### config.mk
export PLATFORM = sky130hd
export DESIGN_NAME = sram_ctl
export DESIGN_NICKNAME = d
export VERILOG_FILES = /design/src/core/sram_ctl_pkg.sv /design/src/core/sram_wr_if.sv /design/src/core/sram_lane_array.sv /design/src/core/sram_ctl.sv
export SDC_FILE = /design/constraint.sdc
export NUM_CORES = 1
export LEC_CHECK = 0
export ABC_AREA = 0
export BUFFER_PORTS_ARGS = -buffer_cell sky130_fd_sc_hd__buf_2
export CAP_MARGIN = 40
export CORE_MARGIN = 5
export CORE_UTILIZATION = 40
export CTS_CLUSTER_DIAMETER = 60
export CTS_CLUSTER_SIZE = 28
export DETAILED_ROUTE_END_ITERATION = 10
export PLACE_DENSITY = 0.53
export SYNTH_ARGS = -nofsm -noshare
export SYNTH_HDL_FRONTEND = slang
export SYNTH_SLANG_ARGS = --single-unit
### constraint.sdc
create_clock -name I_CLOCK -period 3.1 [get_ports I_CLOCK]
set_input_delay 0.31 -clock I_CLOCK [delete_from_list [all_inputs] [get_ports I_CLOCK]]
set_output_delay 0.31 -clock I_CLOCK [all_outputs]
set_load 0.01 [all_outputs]
### src/core/sram_ctl_pkg.sv
// Package of constants and types for the SRAM control-input block
package sram_ctl_pkg;
  localparam int ADDR_W_DEF  = 20;
  localparam int LANES_DEF   = 8;
  localparam int LANE_W      = 9;
  localparam int BURST_W     = 2;
  localparam int DEPTH_DEF   = 16;
  localparam logic RST_ACTIVE = 1'b0;
  localparam logic RST_LOADED = 1'b0;
  localparam logic [BURST_W-1:0] RST_BURST = 2'h0;
  localparam logic [BURST_W-1:0] BURST_STEP = 2'h1;
  typedef enum logic [1:0] {OP_IDLE, OP_READ, OP_WRITE} op_e;
endpackage

### src/core/sram_wr_if.sv
// Interface carrying one qualified write from the control logic to the lane array
interface sram_wr_if #(
  parameter int ADDR_W = 20,
  parameter int LANES  = 8
);
  import sram_ctl_pkg::*;
  logic                      we;
  logic [ADDR_W-1:0]         addr;
  logic [LANES-1:0]          lane_en;
  logic [LANES*LANE_W-1:0]   data;
  logic [LANES*LANE_W-1:0]   rdata;
  modport ctl (output we, output addr, output lane_en, output data, input rdata);
  modport mem (input we, input addr, input lane_en, input data, output rdata);
endinterface

### src/core/sram_lane_array.sv
// Flip-flop storage with per-lane write enables
module sram_lane_array
  import sram_ctl_pkg::*;
#(
  parameter int ADDR_W = 20,
  parameter int LANES  = 8,
  parameter int DEPTH  = 16
) (
  input  wire logic I_CLOCK,
  sram_wr_if.mem    wr
);
  localparam int IDX_W = $clog2(DEPTH);
  logic [LANES*LANE_W-1:0] mem_r [DEPTH];
  logic [IDX_W-1:0]        idx;

  // Index is a plain slice of the address, so the depth must be a power of two
  if (DEPTH < 2 || DEPTH > (1 << ADDR_W) || (DEPTH & (DEPTH - 1)) != 0) begin : g_depth_chk
    $error("DEPTH out of range");
  end

  assign idx      = wr.addr[IDX_W-1:0];
  assign wr.rdata = mem_r[idx];

  // Storage carries no reset, as a real array would not
  always_ff @(posedge I_CLOCK) begin
    for (int l = 0; l < LANES; l++) begin
      if (wr.we && wr.lane_en[l]) begin
        mem_r[idx][l*LANE_W +: LANE_W] <= wr.data[l*LANE_W +: LANE_W];
      end
    end
  end
endmodule

### src/core/sram_ctl.sv
// Control-input logic of a pipelined burst SRAM
module sram_ctl
  import sram_ctl_pkg::*;
#(
  parameter int ADDR_W = ADDR_W_DEF,
  parameter int LANES  = LANES_DEF,
  parameter int DEPTH  = DEPTH_DEF
) (
  // Clock and reset
  input  wire logic                    I_CLOCK,
  input  wire logic                    I_RST,
  // Control inputs
  input  wire logic                    i_clock_qualify_n,
  input  wire logic                    i_select,
  input  wire logic                    i_write_n,
  input  wire logic                    i_burst_step_or_load,
  input  wire logic [ADDR_W-1:0]       i_addr,
  input  wire logic [LANES-1:0]        i_byte_lane_write_select_n,
  // Data, each lane carries eight data bits and its parity_lane bit on top
  input  wire logic [LANES*LANE_W-1:0] i_data,
  output logic      [LANES*LANE_W-1:0] o_data,
  output logic                         o_data_valid,
  // Status
  output logic      [ADDR_W-1:0]       o_cur_addr,
  output logic                         o_active
);
  // Edge qualification
  logic                    qual;
  logic                    load_req;
  logic                    step_req;
  logic                    step_ok;

  // Access state group
  logic                    active_r;
  logic                    active_nxt;
  logic                    loaded_r;
  logic                    loaded_nxt;
  op_e                     op_r;
  op_e                     op_nxt;

  // Address group
  logic [ADDR_W-1:0]       base_r;
  logic [ADDR_W-1:0]       base_nxt;
  logic [BURST_W-1:0]      burst_r;
  logic [BURST_W-1:0]      burst_nxt;
  logic [BURST_W-1:0]      low_cur;
  logic [BURST_W-1:0]      low_next;
  logic [ADDR_W-1:0]       eff_addr;
  logic [ADDR_W-1:0]       step_addr;
  logic [ADDR_W-1:0]       wadr_r;
  logic [ADDR_W-1:0]       wadr_nxt;

  // Lane group
  logic [LANES-1:0]        lane_en_r;
  logic [LANES-1:0]        lane_en_nxt;

  // Read data group
  logic [LANES*LANE_W-1:0] dout_r;
  logic [LANES*LANE_W-1:0] dout_nxt;
  logic                    dval_r;
  logic                    dval_nxt;

  sram_wr_if #(
    .ADDR_W (ADDR_W),
    .LANES  (LANES)
  ) wr ();

  // Elaboration-time checks on the parameters
  if (LANES < 1 || LANES > 8) begin : g_lanes_chk
    $error("LANES must be 1..8");
  end
  if (ADDR_W < BURST_W + 1) begin : g_addr_chk
    $error("ADDR_W too small");
  end

  assign qual     = !i_clock_qualify_n;
  assign load_req = qual && !i_burst_step_or_load;
  assign step_req = qual && i_burst_step_or_load;

  // Stepping after a deselect or before any load is refused
  assign step_ok  = step_req && active_r && loaded_r;

  // Burst counter wraps in the low address bits only, base bits stay put
  assign low_cur   = base_r[BURST_W-1:0] + burst_r;
  assign low_next  = low_cur + BURST_STEP;
  assign eff_addr  = {base_r[ADDR_W-1:BURST_W], low_cur};
  assign step_addr = {base_r[ADDR_W-1:BURST_W], low_next};

  // Access state: selection, load history and kind of access
  always_comb begin
    active_nxt = active_r;
    loaded_nxt = loaded_r;
    op_nxt     = op_r;
    if (load_req) begin
      active_nxt = i_select;
      if (i_select) begin
        loaded_nxt = 1'b1;
        op_nxt     = i_write_n ? OP_READ : OP_WRITE;
      end else begin
        op_nxt = OP_IDLE;
      end
    end
  end

  always_ff @(posedge I_CLOCK) begin
    if (I_RST) begin
      active_r <= RST_ACTIVE;
      loaded_r <= RST_LOADED;
      op_r     <= OP_IDLE;
    end else begin
      active_r <= active_nxt;
      loaded_r <= loaded_nxt;
      op_r     <= op_nxt;
    end
  end

  // Address state: base, burst offset and the address of the pending access
  always_comb begin
    base_nxt  = base_r;
    burst_nxt = burst_r;
    wadr_nxt  = wadr_r;
    if (load_req && i_select) begin
      base_nxt  = i_addr;
      burst_nxt = RST_BURST;
      wadr_nxt  = i_addr;
    end else if (step_ok) begin
      // The stepped access works on the advanced address, not the current one
      burst_nxt = burst_r + BURST_STEP;
      wadr_nxt  = step_addr;
    end
  end

  always_ff @(posedge I_CLOCK) begin
    if (I_RST) begin
      base_r  <= '0;
      burst_r <= RST_BURST;
      wadr_r  <= '0;
    end else begin
      base_r  <= base_nxt;
      burst_r <= burst_nxt;
      wadr_r  <= wadr_nxt;
    end
  end

  // Lane strobes belong to the address phase of each qualified edge
  always_comb begin
    lane_en_nxt = lane_en_r;
    if (qual) begin
      lane_en_nxt = ~i_byte_lane_write_select_n;
    end
  end

  always_ff @(posedge I_CLOCK) begin
    if (I_RST) begin
      lane_en_r <= '0;
    end else begin
      lane_en_r <= lane_en_nxt;
    end
  end

  // Write data follows its address by one qualified edge, as on a pipelined part
  assign wr.we      = qual && (op_r == OP_WRITE) && active_r;
  assign wr.addr    = wadr_r;
  assign wr.lane_en = lane_en_r;
  assign wr.data    = i_data;

  always_comb begin
    dout_nxt = dout_r;
    dval_nxt = dval_r;
    if (qual) begin
      dval_nxt = (op_r == OP_READ) && active_r;
      if (dval_nxt) begin
        dout_nxt = wr.rdata;
      end
    end
  end

  always_ff @(posedge I_CLOCK) begin
    if (I_RST) begin
      dout_r <= '0;
      dval_r <= 1'b0;
    end else begin
      dout_r <= dout_nxt;
      dval_r <= dval_nxt;
    end
  end

  sram_lane_array #(
    .ADDR_W (ADDR_W),
    .LANES  (LANES),
    .DEPTH  (DEPTH)
  ) u_array (
    .I_CLOCK (I_CLOCK),
    .wr      (wr)
  );

  assign o_data       = dout_r;
  assign o_data_valid = dval_r;
  assign o_cur_addr   = eff_addr;
  assign o_active     = active_r;
endmodule

==> results of run 1 <==
-- worst register-to-register path, cell delays in order, from the launching register on --
cell,delay (ns)
dfxtp_4,0.62
buf_12,0.37
buf_4,0.35
mux4_2,0.54
o21ai_1,0.45
a311oi_1,0.17
-- state kept, by name (all words and copies together) (netlist names) --
| signal | flops |
|---|---|
| o_active | 1 |
| op_r | 2 |
| burst_r | 2 |
| u_array.mem_r | 1152 |
| loaded_r | 1 |
| lane_en_r | 8 |
| base_r | 20 |
| o_data | 72 |
| o_data_valid | 1 |
| wadr_r | 4 |
-- report_power, final --
group	switching (mW)	internal, mW
registers	0.0437	18.5
clock network	6.86	7.06
logic	0.791	0.421
-- logic make-up after synthesis --
family / after synthesis
buf+inv: 194
xor+xnor: 5
compound gates: 400
flops: 1263
simple gates: 385
mux: 506
fa+ha+maj: 1
-- metrics by stage --
stage | cells | worst slack [ns]
2_1_floorplan | 2754 | 0.961
3_3_place_gp | 4577 | 0.128
3_5_place_dp | 4580 | 0.505
4_1_cts | 4871 | 0.504
5_1_grt | 4871 | 0.417
6_report | 4874 | 0.489
-- final timing paths --
check,from,slack [ns],end
setup / recovery,wadr_r[1],0.49,o_data[64]
hold / removal,i_data[49],0.05,u_array.mem_r[14][49]
setup reg to reg,wadr_r[1],0.49,o_data[64]
hold reg to reg,base_r[13],0.46,base_r[13]
-- layout make-up --
cell class	count	area, µm²
Antenna cell	3	7.51
Clock buffer	111	2650
Clock inverter	86	1050
Fill cell	10100	63400
Multi-Input combinational cell	1297	10300
Sequential cell	1263	36800
Tap cell	1612	2020
Timing Repair Buffer	502	3730
-- cell usage in the layout (no fill, tap or decap), types with 6 or more instances in the layout --
master         netlist  layout
o21ai_1             71      71
clkbuf_16            0     104
dfxtp_1            111     107
inv_12               0       6
clkinv_2             0       6
a311oi_1            72      72
o22ai_1            144     144
clkinvlp_4           0       8
edfxtp_1          1152    1152
a21oi_1             33      33
mux4_2              72      72
a221oi_1            72      72
inv_6                0      15
buf_2               51     199
clkinv_4             0      12
buf_4               36     190
dlygate4sd3_1        0      94
inv_8                0      14
clkinv_8             0      17
nand2_1             54      54
buf_12               0      17
nand3_1             10       9
nor2_1             298     298
mux2i_1            434     434
-- metal layers --
metal  part of all wire [%]  vias to the layer above
met5                  0.022                        -
met4                    2.2                        4
met3                    6.2                      159
met2                     48                      787
met1                     43                    13500
li1                       -                    11800
-- repair_timing --
action,in CTS,in global routing
hold buffers,94,0
buffers inserted,0,0
hold endpoints to repair,664,0
==> run summary, run 1 <==
Syn nets = 2,861
Buffers plus inverters on the worst setup path = 2
WP depth = 5
RSZ-0062 raised after global routing = false
CTS tree = built
Crit-path cells = buf_12 > buf_4 > mux4_2 > o21ai_1 > a311oi_1
Worst Setup Start Kind = register
Synth Register Bits = 1,263
Largest stage delay on the critical path = 0.62 ns
Post-synthesis xor/xnor area fraction = 0.119%
Tot Pwr = 33.7 mW
GR Util met3 = 3.22%
Ys flop type = edfxtp_1
First-pass GRT wire length = 183,000 µm
Delay-heaviest family, CP = buffers and inverters
H-tree levels = 3
# IOs = 200
Clock slew at reported path FFs = 0.08 ns
Layout Nets = 3,275
Fraction of layout cells with a size suffix above 1 = 20.9%
Tot GR Track Use = 19.4%
Ys async rst share = 0%
Final Critical Period = 2.61 ns
Root Driver = clkbuf_16
Post-route cell area = 56,600 µm²
Cells on worst reg2reg path = 5
Remaining Overflow, GRT = 0
Met2 GRT Util = 32.2%
Leakage dissipation = 17.5 nW
Hold Path Depth = 1
GP Congestion = 0.788
Fin crit share = 84.2%
Initial antenna violation count = 7
Final Util = 47.2%
Die Area = 128,000 µm²
Post-synthesis sequential area ratio = 76.3%
Fin. max-slew vios = 0
Initial Util = 40.2%
Post-synth EDFFs = 1,152
Final setup viols = 0
Number of global-route vias before repair = 27,300
Total of warnings raised by yosys = 0
M1 GR Usage = 26.8%
Via density = 5.38
Mux cell area share after synthesis = 12.4%
Yosys top cell by area = edfxtp_1
Clock Tree Buf Depth = 3
CP max FO = 36
Crit path DAT = 3.18 ns
Antenna viol nets, final = 0
Actual slew at the worst max-slew pin = 0.906 ns
Die width = 357 µm
Status = finished clean
Complex-gate fraction of the synthesized area = 5.66%
Area Overhead vs Synth = 17.3%
CTS Sinks = 1,263
DPL Wire Length = 81,100 µm
Total CTS buffers = 104
Top-area cell type share of the netlist area = 71.7%
Port Buffers = 199
Fmax = 383 MHz
VDD IR max = 0.405 mV
Gate Count Post-Synth = 2,754
Synth Area in Adders = 0.0259%
Hold Path Class = in2reg
TNS Setup = 0 ns
DRC = 0
Power per cell area = 596 nW/µm²
Die Y = 357 µm
Wire length per cell = 25.7 µm
Drt pass-1 iters = 5
Critical path type = reg2reg
Synth unique cells = 37
Critical Path Sink Type = register
Netlist Area Pre-Place = 48,300 µm²
Post-CTS sizing = 0
MaxCap Viol Count = 0
Largest family of logic cells by synthesized area = multiplexers
Core Box Area = 120,000 µm²
Routed vias = 26,200
Simple-gate share of the synthesized area = 3.18%
Worst-skew pair later-pin latency = 0.71 ns
Leading post-synthesis cells by cell area = edfxtp_1 72%, mux2i_1 9.0%, dfxtp_1 4.6%
Post-Route WL = 125,000 µm
Final Hold Vio Count = 0
Critical-path top delay cell = dfxtp_4
Pin count of the biggest net entering global routing = 68
Global route hottest layer = met2
Max_slew headroom = 39.6%
Rows = 127
Most common cell in the netlist = edfxtp_1
Area after DPL = 52,000 µm²
CP required = 3.67 ns
Hold slack = 0.0454 ns
Top cells by count, synth = 1,152 x edfxtp_1, 434 x mux2i_1, 298 x nor2_1, 144 x o22ai_1, 111 x dfxtp_1
Initial DRC count = 2,258
Syn Area/Cell = 17.5 µm²
Clock skew = 0.0335 ns
Note: power is estimated with default switching activity, not from simulation.
==> inputs of run 2 (changes only) <==
==> constraint.sdc (replaced) <==
create_clock -name I_CLOCK -period 2.7 [get_ports I_CLOCK]
set_input_delay 0.27 -clock I_CLOCK [delete_from_list [all_inputs] [get_ports I_CLOCK]]
set_output_delay 0.27 -clock I_CLOCK [all_outputs]
set_load 0.01 [all_outputs]
==> run summary, run 2 (same netlist as run 1, synthesis figures left out) <==
Status = finished clean (unchanged)
Clock Tree Buf Depth = 3 (unchanged)
Worst reg2reg setup slack = 0.23 ns (was 0.49 ns)
Layout fillers = 10,100 (about the same)
Critical path type = reg2reg (unchanged)
Pin count of the biggest net entering global routing = 112 (was 68)
Comb pwr share = 3.5% (was 3.6%)
Final Util = 47.5% (was 47.2%)
Cells on worst reg2reg path = 6 (was 5)
Layout Nets = 3,290 (was 3,275)
Core Box Area = 120,000 µm² (unchanged)
Port Buffers = 199 (unchanged)
Postcts setup bufs = 0 (unchanged)
Critical-path top delay cell = dfxtp_4 (unchanged)
H-tree levels = 3 (unchanged)
Total CTS buffers = 104 (unchanged)
Worst Setup SP = wadr_r[1] (unchanged)
# IOs = 200 (unchanged)
Fraction of layout cells with a size suffix above 1 = 21.0% (was 20.9%)
Critical Path Sink Type = register (unchanged)
Flop pwr share = 54.2% (was 55.1%)
Via density = 5.33 (was 5.38)
Post-route cell area = 57,000 µm² (was 56,600 µm²)
Initial DRC count = 2,205 (was 2,258)
Crit path DAT = 3.01 ns (was 3.18 ns)
Fin crit share = 91.3% (was 84.2%)
DRC = 0 (unchanged)
CP max FO = 49 (was 36)
Hold endpoint = lane_en_r[4] (was u_array.mem_r[14][49])
Max reg flops = 1,152 (unchanged)
Final setup viols = 0 (unchanged)
Reg-to-reg critical path startpoint = wadr_r[1] (unchanged)
Die width = 357 µm (unchanged)
Area after DPL = 52,100 µm² (was 52,000 µm²)
GP Congestion = 0.770 (was 0.788)
Remaining Overflow, GRT = 0 (unchanged)
Final Hold Vio Count = 0 (unchanged)
Clock slew at reported path FFs = 0.07 ns (was 0.08 ns)
Leakage dissipation = 17.7 nW (was 17.5 nW)
Hold Path Depth = 4 (was 1)
Routed vias = 26,000 (was 26,200)
VDD IR max = 0.465 mV (was 0.405 mV)
Clock skew = 0.0335 ns (about the same)
RSZ-0062 raised after global routing = false (unchanged)
First-pass GRT wire length = 179,000 µm (was 183,000 µm)
Min-Delay Startpoint = i_clock_qualify_n (was i_data[49])
Post-Route WL = 122,000 µm (was 125,000 µm)
Most frequent cells in the layout = 1,152 x edfxtp_1, 434 x mux2i_1, 298 x nor2_1, 198 x buf_2, 185 x buf_4 (was 1,152 x edfxtp_1, 434 x mux2i_1, 298 x nor2_1, 199 x buf_2, 190 x buf_4)
Initial antenna violation count = 5 (was 7)
MaxCap Viol Count = 0 (unchanged)
Die Area = 128,000 µm² (unchanged)
Psw = 9.08 mW (was 7.69 mW)
Clk pwr share = 42.3% (was 41.3%)
Final Critical Period = 2.47 ns (was 2.61 ns)
Wire length per cell = 24.9 µm (was 25.7 µm)
Hold Path Class = in2reg (unchanged)
Fmax = 405 MHz (was 383 MHz)
CTS Sinks = 1,263 (unchanged)
Antenna viol nets, final = 0 (unchanged)
Area Overhead vs Synth = 18.1% (was 17.3%)
Worst r2r dst = o_data[7] (was o_data[64])
Die Y = 357 µm (unchanged)
Switching Share = 23.0% (was 22.8%)
TNS Setup = 0 ns (unchanged)
DPL Wire Length = 77,300 µm (was 81,100 µm)
Crit-path cells = buf_12 > buf_4 > mux2i_1 > o22ai_1 > nor2_1 > a311oi_1 (was buf_12 > buf_4 > mux4_2 > o21ai_1 > a311oi_1)
Rows = 127 (unchanged)
CP required = 3.24 ns (was 3.67 ns)
CTS tree = built (unchanged)
Commonest non-fill, non-tap cell in the layout = edfxtp_1 (unchanged)
Fin. max-slew vios = 0 (unchanged)
Reg with most FFs = u_array.mem_r (unchanged)
Number of global-route vias before repair = 26,700 (was 27,300)
Max_slew headroom = 39.3% (was 39.6%)
Worst-skew pair later-pin latency = 0.71 ns (about the same)
Tot GR Track Use = 18.8% (was 19.4%)
Root Driver = clkbuf_16 (unchanged)
Internal power = 30.3 mW (was 26.0 mW)
Drt pass-1 iters = 5 (unchanged)
Initial Util = 40.2% (unchanged)
Actual slew at the worst max-slew pin = 0.910 ns (was 0.906 ns)
Worst Setup Start Kind = register (unchanged)
Power per cell area = 691 nW/µm² (was 596 nW/µm²)
Largest stage delay on the critical path = 0.78 ns (was 0.62 ns)
-- run 2: cell types whose count changed in the layout (fill, tap and decap cells not counted), sizes merged --
cell,before,now
clkbuf,111,107
clkinv,38,24
dlygate4sd3,94,107
buf,408,410
inv,35,49
bufinv,5,8
diode,3,1
-- run 2: area by class of cell --
| type | instances | area (µm²) | area share [%] |
|---|---|---|---|
| sequential | 1263 | 36800 | 64.6 |
| multi-input combinational | 1297 | 10300 | 18.1 |
| timing repair buffer | 517 | 3980 | 6.97 |
| clock buffer | 107 | 2640 | 4.62 |
| tap | 1612 | 2020 | 3.54 |
| clock inverter | 89 | 1220 | 2.14 |
| antenna | 1 | 2.50 | 0.00439 |
-- run 2: power groups by stage --
stage / sequential, mW / combinational, mW / clock, mW
CTS: 21.3 / 1.40 / 17.1
finish: 21.3 / 1.38 / 16.7
global route: 21.3 / 1.49 / 17.8
global placement: 21.8 / 1.25 / 0
detailed placement: 21.8 / 1.28 / 0
floorplan: 21.8 / 0.631 / 0
-- run 2: what timing repair did --
action | in CTS | in global routing
resized for setup | 0 | 1
hold buffers | 107 | 0
hold endpoints to repair | 1166 | 0
setup endpoints to repair | 0 | 11
-- run 2: worst max path at each step --
stage	endpoint	slack, ns	depth (start not counted)
3_5_place_dp	u_array.mem_r[10][20]	0.10	7
2_1_floorplan	u_array.mem_r[13][18]	0.56	7
4_1_cts	u_array.mem_r[10][24]	0.09	6
6_report	o_data[7]	0.23	6
5_1_grt	o_data[23]	0.05	6
3_3_place_gp	u_array.mem_r[2][69]	0.13	4
-- run 2: routing by layer --
| metal | wire length, µm | global-route usage, % | share of wire [%] | vias to the layer above |
|---|---|---|---|---|
| met5 | 11 | 0 | 0.0091 | - |
| met4 | 2440 | 4.63 | 2.0 | 2 |
| met3 | 6590 | 2.78 | 5.4 | 140 |
| met2 | 59500 | 31.6 | 49 | 743 |
| met1 | 53000 | 26.0 | 44 | 13300 |
| li1 | - | - | - | 11800 |
-- run 2: metrics by stage --
stage	cells	power, mW	hold slack [ns]	setup WS, ns
floorplan	2754	22.4	0.369	0.561
global placement	4576	23.0	0.441	0.132
detailed placement	4581	23.1	0.445	0.101
CTS	4884	39.8	0.102	0.0861
global route	4885	40.7	0.133	0.0450
finish	4886	39.4	0.155	0.234
-- run 2: worst max-delay path: cells and delay by family (launching register included) --
family,cells,cell delay [ns]
DFF,1,0.78
buffers and inverters,2,0.68
AOI/OAI and AO/OA,2,0.26
muxes,1,0.24
and+or+nand+nor,1,0.24
